**src/rtl/cfr_pkg.sv**
```systemverilog
// Constants and types for the receive mailbox and filter configuration block.
package cfr_pkg;
   localparam int ADDR_W = 10;
   localparam int NBANK = 14;
   localparam int NFIFO = 2;
   localparam int DEPTH = 3;

   // Register byte addresses.
   localparam logic [ADDR_W-1:0] A_RX0_LEN = 10'h1B4;
   localparam logic [ADDR_W-1:0] A_RX0_DLO = 10'h1B8;
   localparam logic [ADDR_W-1:0] A_RX0_DHI = 10'h1BC;
   localparam logic [ADDR_W-1:0] A_RX1_LEN = 10'h1C4;
   localparam logic [ADDR_W-1:0] A_RX1_DLO = 10'h1C8;
   localparam logic [ADDR_W-1:0] A_RX1_DHI = 10'h1CC;
   localparam logic [ADDR_W-1:0] A_RX_CTRL = 10'h1D0;
   localparam logic [ADDR_W-1:0] A_FMASTER = 10'h200;
   localparam logic [ADDR_W-1:0] A_FMODE = 10'h204;
   localparam logic [ADDR_W-1:0] A_FSCALE = 10'h20C;
   localparam logic [ADDR_W-1:0] A_FFIFO = 10'h214;
   localparam logic [ADDR_W-1:0] A_FACT = 10'h21C;

   // Field layouts and reset values.
   localparam logic [31:0] FMASTER_RST = 32'h2A1C0E01;
   localparam int FILTER_INIT_MODE_BIT = 0;
   localparam logic [3:0] LEN_RSVD = 4'h0;
   localparam logic [3:0] DLC_MAX = 4'h8;
   localparam logic [3:0] BANK_LIMIT = 4'hE;
   localparam logic [15:0] TIMER_STEP = 16'h0001;
   localparam logic [1:0] CNT_ONE = 2'h1;
   localparam logic [1:0] CNT_FULL = 2'h3;
   localparam int CTRL_REL_LSB = 0;
   localparam int CTRL_OVR_LSB = 4;
   localparam logic [31:0] HRESP_OKAY = 32'h0;

   typedef logic [NBANK-1:0] cfr_bank_t;

   typedef struct packed {
      logic [15:0] stamp;
      logic [7:0] filter_match_index;
      logic [3:0] dlc;
      logic [63:0] data;
   } cfr_msg_s;

   // Accepted message from the receive and filter engine.
   typedef struct packed {
      logic valid;
      logic [3:0] bank;
      logic [7:0] filter_match_index;
      logic rtr;
      logic [3:0] dlc;
      logic [63:0] data;
   } cfr_rx_s;

   // Configuration handed to the filter engine.
   typedef struct packed {
      logic init_mode;
      cfr_bank_t list_mode;
      cfr_bank_t scale;
      cfr_bank_t fifo_select;
      cfr_bank_t active;
      cfr_bank_t write_allow;
      logic [NFIFO-1:0] pending;
   } cfr_cfg_s;

   typedef struct packed {
      logic [15:0] timer;
      logic [15:0] sof_stamp;
      logic ap_valid;
      logic ap_write;
      logic [ADDR_W-1:0] ap_addr;
      logic filter_init_mode;
      cfr_bank_t list_mode;
      cfr_bank_t scale;
      cfr_bank_t fifo_select;
      cfr_bank_t active;
      cfr_msg_s [NFIFO-1:0][DEPTH-1:0] ent;
      logic [NFIFO-1:0][1:0] cnt;
      logic [NFIFO-1:0] ovr;
      logic [31:0] rdata;
   } cfr_state_s;
endpackage

```
**src/rtl/cfr_filter_regs.sv**
```systemverilog
// Receive FIFO mailboxes and acceptance filter configuration registers.
//
// Decided for this implementation: the AHB-Lite slave port.
`timescale 1ns/100ps
module cfr_filter_regs (
   // Clock and reset.
   input wire logic hclk,
   input wire logic hresetn,
   // AHB-Lite slave.
   input wire logic hsel,
   input wire logic [31:0] haddr,
   input wire logic [1:0] htrans,
   input wire logic hwrite,
   input wire logic [2:0] hsize,
   input wire logic [31:0] hwdata,
   input wire logic hready,
   output logic hreadyout,
   output logic hresp,
   output logic [31:0] hrdata,
   // Receive engine side.
   input wire logic sof_seen,
   input wire cfr_pkg::cfr_rx_s rx_msg,
   // Filter engine side.
   output cfr_pkg::cfr_cfg_s filt_cfg
);
   cfr_pkg::cfr_state_s s;
   cfr_pkg::cfr_state_s next_s;

   // Register map, byte addresses within the block:
   //   0x1B4, 0x1C4  length/stamp view of FIFO 0, FIFO 1 (read-only)
   //   0x1B8, 0x1C8  payload bytes 0 to 3 of FIFO 0, FIFO 1 (read-only)
   //   0x1BC, 0x1CC  payload bytes 4 to 7 of FIFO 0, FIFO 1 (read-only)
   //   0x1D0         FIFO levels, overrun flags; release and clear strobes
   //   0x200         filter master: init switch in bit 0
   //   0x204, 0x20C  bank list-mode and scale bits
   //   0x214, 0x21C  bank FIFO select and activation bits
   // Mailbox views always show entry zero, the oldest of the FIFO; an
   // empty FIFO shows whatever entry was last left in that slot.

   // The control word at 0x1D0 reads FIFO 0 level in bits 1:0, FIFO 1 level
   // in bits 3:2 and the overrun flags in bits 5:4. Writing 1 to bit 0 or 1
   // releases the oldest message of that FIFO; writing 1 to bit 4 or 5
   // clears its overrun flag, unless a message is lost in the same cycle.

   // Packs one stored message into the length/stamp view.
   function automatic logic [31:0] length_word(
      input cfr_pkg::cfr_msg_s m
   );
      logic [31:0] w;
      w = {m.stamp, m.filter_match_index, cfr_pkg::LEN_RSVD, m.dlc};
      return w;
   endfunction

   // Picks one half of the payload; byte 0 sits in the lowest lane.
   function automatic logic [31:0] data_word(
      input cfr_pkg::cfr_msg_s m,
      input logic hi
   );
      logic [31:0] w;
      if (hi) begin
         w = m.data[63:32];
      end else begin
         w = m.data[31:0];
      end
      return w;
   endfunction

   // Builds the read word for one address from a state copy.
   function automatic logic [31:0] read_word(
      input cfr_pkg::cfr_state_s st,
      input logic [cfr_pkg::ADDR_W-1:0] a
   );
      logic [31:0] w;
      w = '0;
      case (a)
         cfr_pkg::A_RX0_LEN: begin
            w = length_word(st.ent[0][0]);
         end
         cfr_pkg::A_RX1_LEN: begin
            w = length_word(st.ent[1][0]);
         end
         cfr_pkg::A_RX0_DLO: begin
            w = data_word(st.ent[0][0], 1'b0);
         end
         cfr_pkg::A_RX1_DLO: begin
            w = data_word(st.ent[1][0], 1'b0);
         end
         cfr_pkg::A_RX0_DHI: begin
            w = data_word(st.ent[0][0], 1'b1);
         end
         cfr_pkg::A_RX1_DHI: begin
            w = data_word(st.ent[1][0], 1'b1);
         end
         cfr_pkg::A_RX_CTRL: begin
            // Levels of both FIFOs, then their overrun flags.
            w[cfr_pkg::CTRL_REL_LSB +: 2] = st.cnt[0];
            w[cfr_pkg::CTRL_REL_LSB + 2 +: 2] = st.cnt[1];
            w[cfr_pkg::CTRL_OVR_LSB +: 2] = st.ovr;
         end
         cfr_pkg::A_FMASTER: begin
            // Reserved bits return their reset value whatever was written.
            w = cfr_pkg::FMASTER_RST;
            w[cfr_pkg::FILTER_INIT_MODE_BIT] = st.filter_init_mode;
         end
         cfr_pkg::A_FMODE: begin
            w[cfr_pkg::NBANK-1:0] = st.list_mode;
         end
         cfr_pkg::A_FSCALE: begin
            w[cfr_pkg::NBANK-1:0] = st.scale;
         end
         cfr_pkg::A_FFIFO: begin
            w[cfr_pkg::NBANK-1:0] = st.fifo_select;
         end
         cfr_pkg::A_FACT: begin
            w[cfr_pkg::NBANK-1:0] = st.active;
         end
         default: begin
            // Unmapped words read as zero.
            w = '0;
         end
      endcase
      return w;
   endfunction

   // Bus timing: the address phase is registered together with its read
   // data, so a read answers in its data phase with no wait state, and a
   // write lands at the edge that ends its data phase, when hwdata stands.
   // Back-to-back transfers need no idle cycle between them.
   // Only full-word transfers are expected; the transfer size is not checked.
   logic ap_take;
   logic ap_read;
   logic dp_write;
   logic [cfr_pkg::ADDR_W-1:0] ap_word;

   // Work signals of the per-FIFO update.
   logic [cfr_pkg::NFIFO-1:0] pop;
   logic [cfr_pkg::NFIFO-1:0] ovr_clr;
   logic [cfr_pkg::NFIFO-1:0] lost;
   logic [1:0] level;
   cfr_pkg::cfr_msg_s incoming;
   logic push;
   logic bank_ok;

   assign ap_take = hsel && htrans[1] && hready;
   assign ap_read = ap_take && !hwrite;
   // A data phase that carries write data for the word captured before.
   assign dp_write = s.ap_valid && s.ap_write;
   assign ap_word = haddr[cfr_pkg::ADDR_W-1:0];

   // Receive side: the engine offers at most one accepted message a cycle.
   // Its stamp is the timer value caught at the last start of frame, which
   // belongs to this message since frames never overlap on the bus.
   always_comb begin
      incoming = '0;
      incoming.stamp = s.sof_stamp;
      incoming.filter_match_index = rx_msg.filter_match_index;
      incoming.data = rx_msg.data;
      if (rx_msg.rtr) begin
         // A remote frame carries no data bytes.
         incoming.dlc = '0;
      end else if (rx_msg.dlc > cfr_pkg::DLC_MAX) begin
         // Codes above eight still mean eight bytes.
         incoming.dlc = cfr_pkg::DLC_MAX;
      end else begin
         incoming.dlc = rx_msg.dlc;
      end
      // Banks outside the implemented range never store a message.
      bank_ok = rx_msg.valid && (rx_msg.bank < cfr_pkg::BANK_LIMIT);
   end

   always_comb begin
      next_s = s;
      pop = '0;
      ovr_clr = '0;
      lost = '0;
      level = '0;
      push = 1'b0;

      // Free-running time base; it wraps at 16 bits with no flag.
      next_s.timer = s.timer + cfr_pkg::TIMER_STEP;
      if (sof_seen) begin
         // Caught at frame start so the stamp does not depend on how long
         // the frame and its filtering take.
         next_s.sof_stamp = s.timer;
      end

      // Data phase of a write taken in the previous cycle.
      if (dp_write) begin
         case (s.ap_addr)
            cfr_pkg::A_FMASTER: begin
               // Only software moves the init switch.
               next_s.filter_init_mode = hwdata[cfr_pkg::FILTER_INIT_MODE_BIT];
            end
            cfr_pkg::A_FMODE: begin
               // Configuration stays frozen while the filters run.
               if (s.filter_init_mode) begin
                  next_s.list_mode = hwdata[cfr_pkg::NBANK-1:0];
               end
            end
            cfr_pkg::A_FSCALE: begin
               // Same init-mode lock as the mode bits.
               if (s.filter_init_mode) begin
                  next_s.scale = hwdata[cfr_pkg::NBANK-1:0];
               end
            end
            cfr_pkg::A_FFIFO: begin
               // Same init-mode lock as the mode bits.
               if (s.filter_init_mode) begin
                  next_s.fifo_select = hwdata[cfr_pkg::NBANK-1:0];
               end
            end
            cfr_pkg::A_FACT: begin
               // Activation may change at any time.
               next_s.active = hwdata[cfr_pkg::NBANK-1:0];
            end
            cfr_pkg::A_RX_CTRL: begin
               // Release and overrun clear are strobes, not stored bits.
               pop = hwdata[cfr_pkg::CTRL_REL_LSB +: cfr_pkg::NFIFO];
               ovr_clr = hwdata[cfr_pkg::CTRL_OVR_LSB +: cfr_pkg::NFIFO];
            end
            cfr_pkg::A_RX0_LEN, cfr_pkg::A_RX0_DLO, cfr_pkg::A_RX0_DHI,
            cfr_pkg::A_RX1_LEN, cfr_pkg::A_RX1_DLO, cfr_pkg::A_RX1_DHI: begin
               // Mailbox views are read-only copies of stored messages.
               next_s.filter_init_mode = s.filter_init_mode;
            end
            default: begin
               // Unmapped words take no write.
               next_s.filter_init_mode = s.filter_init_mode;
            end
         endcase
      end

      // Each FIFO is a shift queue with entry zero as the oldest. Release
      // and push may fall in one cycle: the shift happens first, so the new
      // message lands behind the survivors and a non-empty FIFO keeps its level.
      for (int f = 0; f < cfr_pkg::NFIFO; f++) begin
         level = s.cnt[f];
         // Release drops the oldest entry and moves the rest up; the last
         // slot keeps a stale copy that the level marks as unused.
         if (pop[f] && level != '0) begin
            for (int k = 0; k < cfr_pkg::DEPTH - 1; k++) begin
               next_s.ent[f][k] = s.ent[f][k+1];
            end
            level = level - cfr_pkg::CNT_ONE;
         end
         push = 1'b0;
         if (bank_ok) begin
            // The bank's assignment bit picks the FIFO.
            push = s.fifo_select[rx_msg.bank] == f[0];
         end
         if (push) begin
            if (level == cfr_pkg::CNT_FULL) begin
               // A full FIFO keeps its three oldest messages.
               lost[f] = 1'b1;
            end else begin
               // Entry zero is the oldest, so a push into an empty FIFO
               // changes every mailbox field in the same cycle.
               next_s.ent[f][level] = incoming;
               level = level + cfr_pkg::CNT_ONE;
            end
         end
         next_s.cnt[f] = level;
         // A loss in the clearing cycle keeps the flag set.
         if (lost[f]) begin
            next_s.ovr[f] = 1'b1;
         end else if (ovr_clr[f]) begin
            next_s.ovr[f] = 1'b0;
         end
      end

      // Address phase: capture the request and build read data from the
      // updated state, so a read right after a write sees the new value.
      if (ap_take) begin
         next_s.ap_valid = 1'b1;
         next_s.ap_write = hwrite;
         next_s.ap_addr = ap_word;
      end else begin
         next_s.ap_valid = 1'b0;
      end
      if (ap_read) begin
         next_s.rdata = read_word(next_s, ap_word);
      end
   end

   always_ff @(posedge hclk or negedge hresetn) begin
      if (!hresetn) begin
         s.timer <= '0;
         s.sof_stamp <= '0;
         s.ap_valid <= 1'b0;
         s.ap_write <= 1'b0;
         s.ap_addr <= '0;
         // The filters leave reset in init mode, as the master reads back.
         s.filter_init_mode <= cfr_pkg::FMASTER_RST[cfr_pkg::FILTER_INIT_MODE_BIT];
         s.list_mode <= '0;
         s.scale <= '0;
         s.fifo_select <= '0;
         s.active <= '0;
         // Mailbox contents are cleared so the views never read unknown.
         s.ent <= '0;
         s.cnt <= '0;
         s.ovr <= '0;
         s.rdata <= '0;
      end else begin
         s <= next_s;
      end
   end

   // Zero wait states: every transfer completes in one data phase.
   assign hreadyout = 1'b1;
   assign hresp = cfr_pkg::HRESP_OKAY[0];
   assign hrdata = s.rdata;

   // Configuration to the filter engine, straight from the registers.
   always_comb begin
      filt_cfg.init_mode = s.filter_init_mode;
      filt_cfg.list_mode = s.list_mode;
      filt_cfg.scale = s.scale;
      filt_cfg.fifo_select = s.fifo_select;
      filt_cfg.active = s.active;
      // Bank contents are writable while inactive or in init mode.
      filt_cfg.write_allow = ~s.active | {cfr_pkg::NBANK{s.filter_init_mode}};
      // Pending tells the engine which FIFOs hold a message.
      for (int f = 0; f < cfr_pkg::NFIFO; f++) begin
         filt_cfg.pending[f] = (s.cnt[f] != '0);
      end
   end
endmodule

```
**config.mk**
```make
export PLATFORM = sky130hd
export DESIGN_NAME = cfr_filter_regs
export DESIGN_NICKNAME = d
export VERILOG_FILES = /design/src/rtl/cfr_pkg.sv /design/src/rtl/cfr_filter_regs.sv
export SDC_FILE = /design/constraint.sdc
export NUM_CORES = 1
export LEC_CHECK = 0
export ABC_AREA = 1
export CORE_UTILIZATION = 40
export CTS_BUF_LIST = sky130_fd_sc_hd__clkbuf_4 sky130_fd_sc_hd__clkbuf_8
export CTS_CLUSTER_DIAMETER = 120
export DETAILED_ROUTE_END_ITERATION = 10
export DONT_BUFFER_PORTS = 1
export SYNTH_ARGS = -nofsm -noshare
export SYNTH_HDL_FRONTEND = slang
export SYNTH_SLANG_ARGS = --single-unit
```
**constraint.sdc**
```tcl
create_clock -name hclk -period 2.2 [get_ports hclk]
set_input_delay 0.33 -clock hclk [delete_from_list [all_inputs] [get_ports hclk]]
set_output_delay 0.33 -clock hclk [all_outputs]
set_load 0.01 [all_outputs]
```
==> impl_metrics.tcl <==
set metrics [dict create \
    post_drt_wl_per_cell_um 20.6 \
    slew_viol_final 0 \
    r2r-start "s[34]" \
    worst_r2r_endpoint "hrdata[25]" \
    grtUsageTotal_pct 27.7 \
    clock_sink_count 691 \
    startpoint_type "register" \
    die_height_um 295 \
    die-area_um2 86800 \
    die_w_um 295 \
    synth_edf_count 0 \
    crit_path_end_kind "register" \
    tritoncts "built" \
    multi_input_area_um2 14500 \
    synth_xor_area_share_pct 0.332 \
    holdBufCountCts 109 \
    synth_area_per_cell_um2 7.59 \
    wirelength_um 126000 \
    clock_latency_ns 0.77 \
    synth_compound_area_share_pct 12.5 \
    crit_arrival_ns 3.21 \
    synth_top_area_share_pct 50.4 \
    synth_cell_types 46 \
    grt_overflow 0 \
    drc_errors 0 \
    fin_nets 5008 \
    syn_inst 4513 \
    drive_gt1_share_pct 19.8 \
    ff2ff_setup_slack_ns -0.35 \
    finalHoldViolCount 235 \
    place_congestion 0.935 \
    powerDensity_nw_per_um2 610 \
    cts.htree.levels 3 \
    yosys_warnings 0 \
    post-route-period-util_pct 116 \
    ys.flop_type "dfrtp_1" \
    fin_crit_ns 2.55 \
    post-dp-hpwl_um 75900 \
    reg2reg_depth 17 \
    synthMuxAreaShare_pct 0.208 \
    synth_simple_gate_area_share_pct 25.0 \
    synth_seq_cells 691 \
    fin_hold_ws_ns -0.749 \
    grt_max_degree 692 \
    dr.pass1.iters 7 \
    finClkSkew_ns 0.0447 \
    worst_pin_slew_ns 1.14 \
    setup_tns_ns -35.50 \
    hp-class "in -> async" \
    status "complete, but fails checks" \
    area_growth_pct 29.5 \
    worst_slew_margin_rel_pct 24.2 \
    netlist_area_um2 34300 \
    row_count 106 \
    fin_ws_ns -0.348 \
    grt_pass1_wl_um 181000 \
    finalSetupViolCount 367 \
    synthArstFlopShare_pct 100 \
    synth_area_leader_cell "dfrtp_1" \
    yosysSeqAreaShare_pct 50.5 \
    cts-root-buf "clkbuf_8" \
    cts_buffers 120 \
    start_util_pct 40.7 \
    drtIter0Drc 2986 \
    path_max_fanout 8 \
    dp_cells 5656 \
    final_cells 6086 \
    clkTransAtPathRegs_ns 0.06 \
    fillers 7863 \
    port_buffers 0 \
    violations "negative hold slack, negative setup slack" \
    ir_drop_v 0.000491 \
    synthMostInstantiatedCell "nand2_1" \
    worst_ep_required_time_ns 2.86 \
    avgViaCountPerCell 5.17 \
    ant_nets 0 \
    syn_nets 4673 \
    ff_latch_area_um2 17300 \
    cts_max_path_buffers 3 \
    ys_top_cells_by_count "1476 x nand2_1, 715 x o21ai_0, 690 x dfrtp_1" \
    synth_top_family_by_area "simple AND/OR/NAND/NOR gates" \
    num_vias 31454 \
    grt_pass1_vias 29466 \
    max_cap_violations 0 \
    synth.area.top_cells "dfrtp_1 50%, nand2_1 16%, o21ai_0 10%, inv_1 6.2%, nand3_1 2.7%" \
    p_leak_nw 23.3 \
    rsz0062_at_grt "yes" \
    antenna_found_initial 10 \
    synth_fa_ha_area_share_pct 0.110 \
    core_area_um2 84200 \
    critical_path_class "reg -> reg" \
    io_pins 264 \
    max_freq_ghz 0.392 \
]
-- per-stage QoR --
step           hold slack [ns]  total power [W]  setup slack, ns  instance area, µm²  util, %
2_1_floorplan           0.0344           0.0135          0.00737               34300        -
3_3_place_gp            0.0948           0.0138           -0.508               37200     44.1
3_5_place_dp            0.0924           0.0138           -0.544               37200     44.1
4_1_cts                 -0.769           0.0269           -0.295               43000     51.1
5_1_grt                 -0.808           0.0280           -0.486               44300     52.6
6_report                -0.749           0.0271           -0.348               44400     52.7
-- power by group --
group / internal [W] / switching [W] / total, W / leakage (nW)
combinational: 0.000417 / 0.000860 / 0.00128 / 13.2
sequential: 0.0128 / 0.0000618 / 0.0129 / 8.65
clock: 0.00724 / 0.00566 / 0.0129 / 1.42
total: 0.0205 / 0.00659 / 0.0271 / 23.3
-- layer usage --
layer	global-route usage, %	wire length [µm]	vias up	part of all wire (%)
met1	35.0	50800	15151	40
met5	0	28	-	0.022
met2	45.4	58600	1342	47
li1	-	-	14669	-
met4	12.3	5740	4	4.6
met3	5.94	10400	288	8.3
-- worst max-delay path: stages, from the launching register on --
cell and delay [ns]:
dfrtp_1 0.35, inv_1 0.09, ha_4 0.18, nor3_4 0.25
nand4_1 0.17, nand2_2 0.13, nand2_4 0.08, nor2_4 0.13
buf_12 0.15, buf_12 0.17, buf_12 0.15, nand2_1 0.08
nand3_1 0.13, nand2_2 0.08, nor2_4 0.17, nand2_2 0.07
nand2_2 0.05, nand2_1 0.05
-- worst max path at each step --
stage / start / end / slack, ns / cells past startpoint
floorplan: s[36] / hrdata[16] / 0.007 / 18
global placement: s[34] / hrdata[18] / -0.51 / 16
CTS: s[36] / hrdata[20] / -0.29 / 21
finish: s[34] / hrdata[25] / -0.35 / 17
global route: s[652] / hrdata[25] / -0.49 / 18
detailed placement: s[34] / hrdata[18] / -0.54 / 16
-- flip-flops by register name, indices dropped and copies added, names as in the netlist --
register and cells:
filt_cfg 57, hrdata 32, incoming 16, s 586
-- timing repair --
action	in CTS	in global routing
setup buffers	47	25
pin swaps	83	110
hold endpoints to repair	1223	235
endpoints found under the setup margin	358	740
gates resized for setup	298	226
gates cloned	26	17
-- layout make-up --
type	count	area share (%)
flip-flops and latches	691	39.0
clock buffers	198	5.69
clock inverters	21	0.353
well taps	1134	3.20
repair inverters	2	0.0931
inverters	577	4.99
diodes	7	0.0395
repair buffers	529	14.0
multi-input cells	2927	32.7
-- logic make-up after synthesis --
logic type	count (synthesis)
AO/OA/AOI/OAI	834
XOR/XNOR	13
adder cells (fa/ha/maj)	3
buffers and inverters	895
flip-flops	691
multiplexers	7
other	2
AND/OR/NAND/NOR	2068
-- cell usage in the layout (no fill, tap or decap), drive strengths merged, types with 2 or more instances in the layout --
master / instances
nand2: 1485
or2: 11
ha: 3
dlygate4sd3: 108
nand3: 186
xor2: 9
o21ai: 760
bufbuf: 4
o22a: 2
nor3: 17
a21oi: 16
and2: 145
o31ai: 3
clkinv: 19
nand4: 13
o22ai: 12
a31oi: 26
nor4: 3
inv: 576
buf: 403
o21a: 5
clkinvlp: 4
diode: 7
nor2: 207
conb: 2
mux2i: 6
xnor2: 4
o211ai: 7
dfrtp: 690
clkbuf: 212
Power figures use the tool's default switching activity.
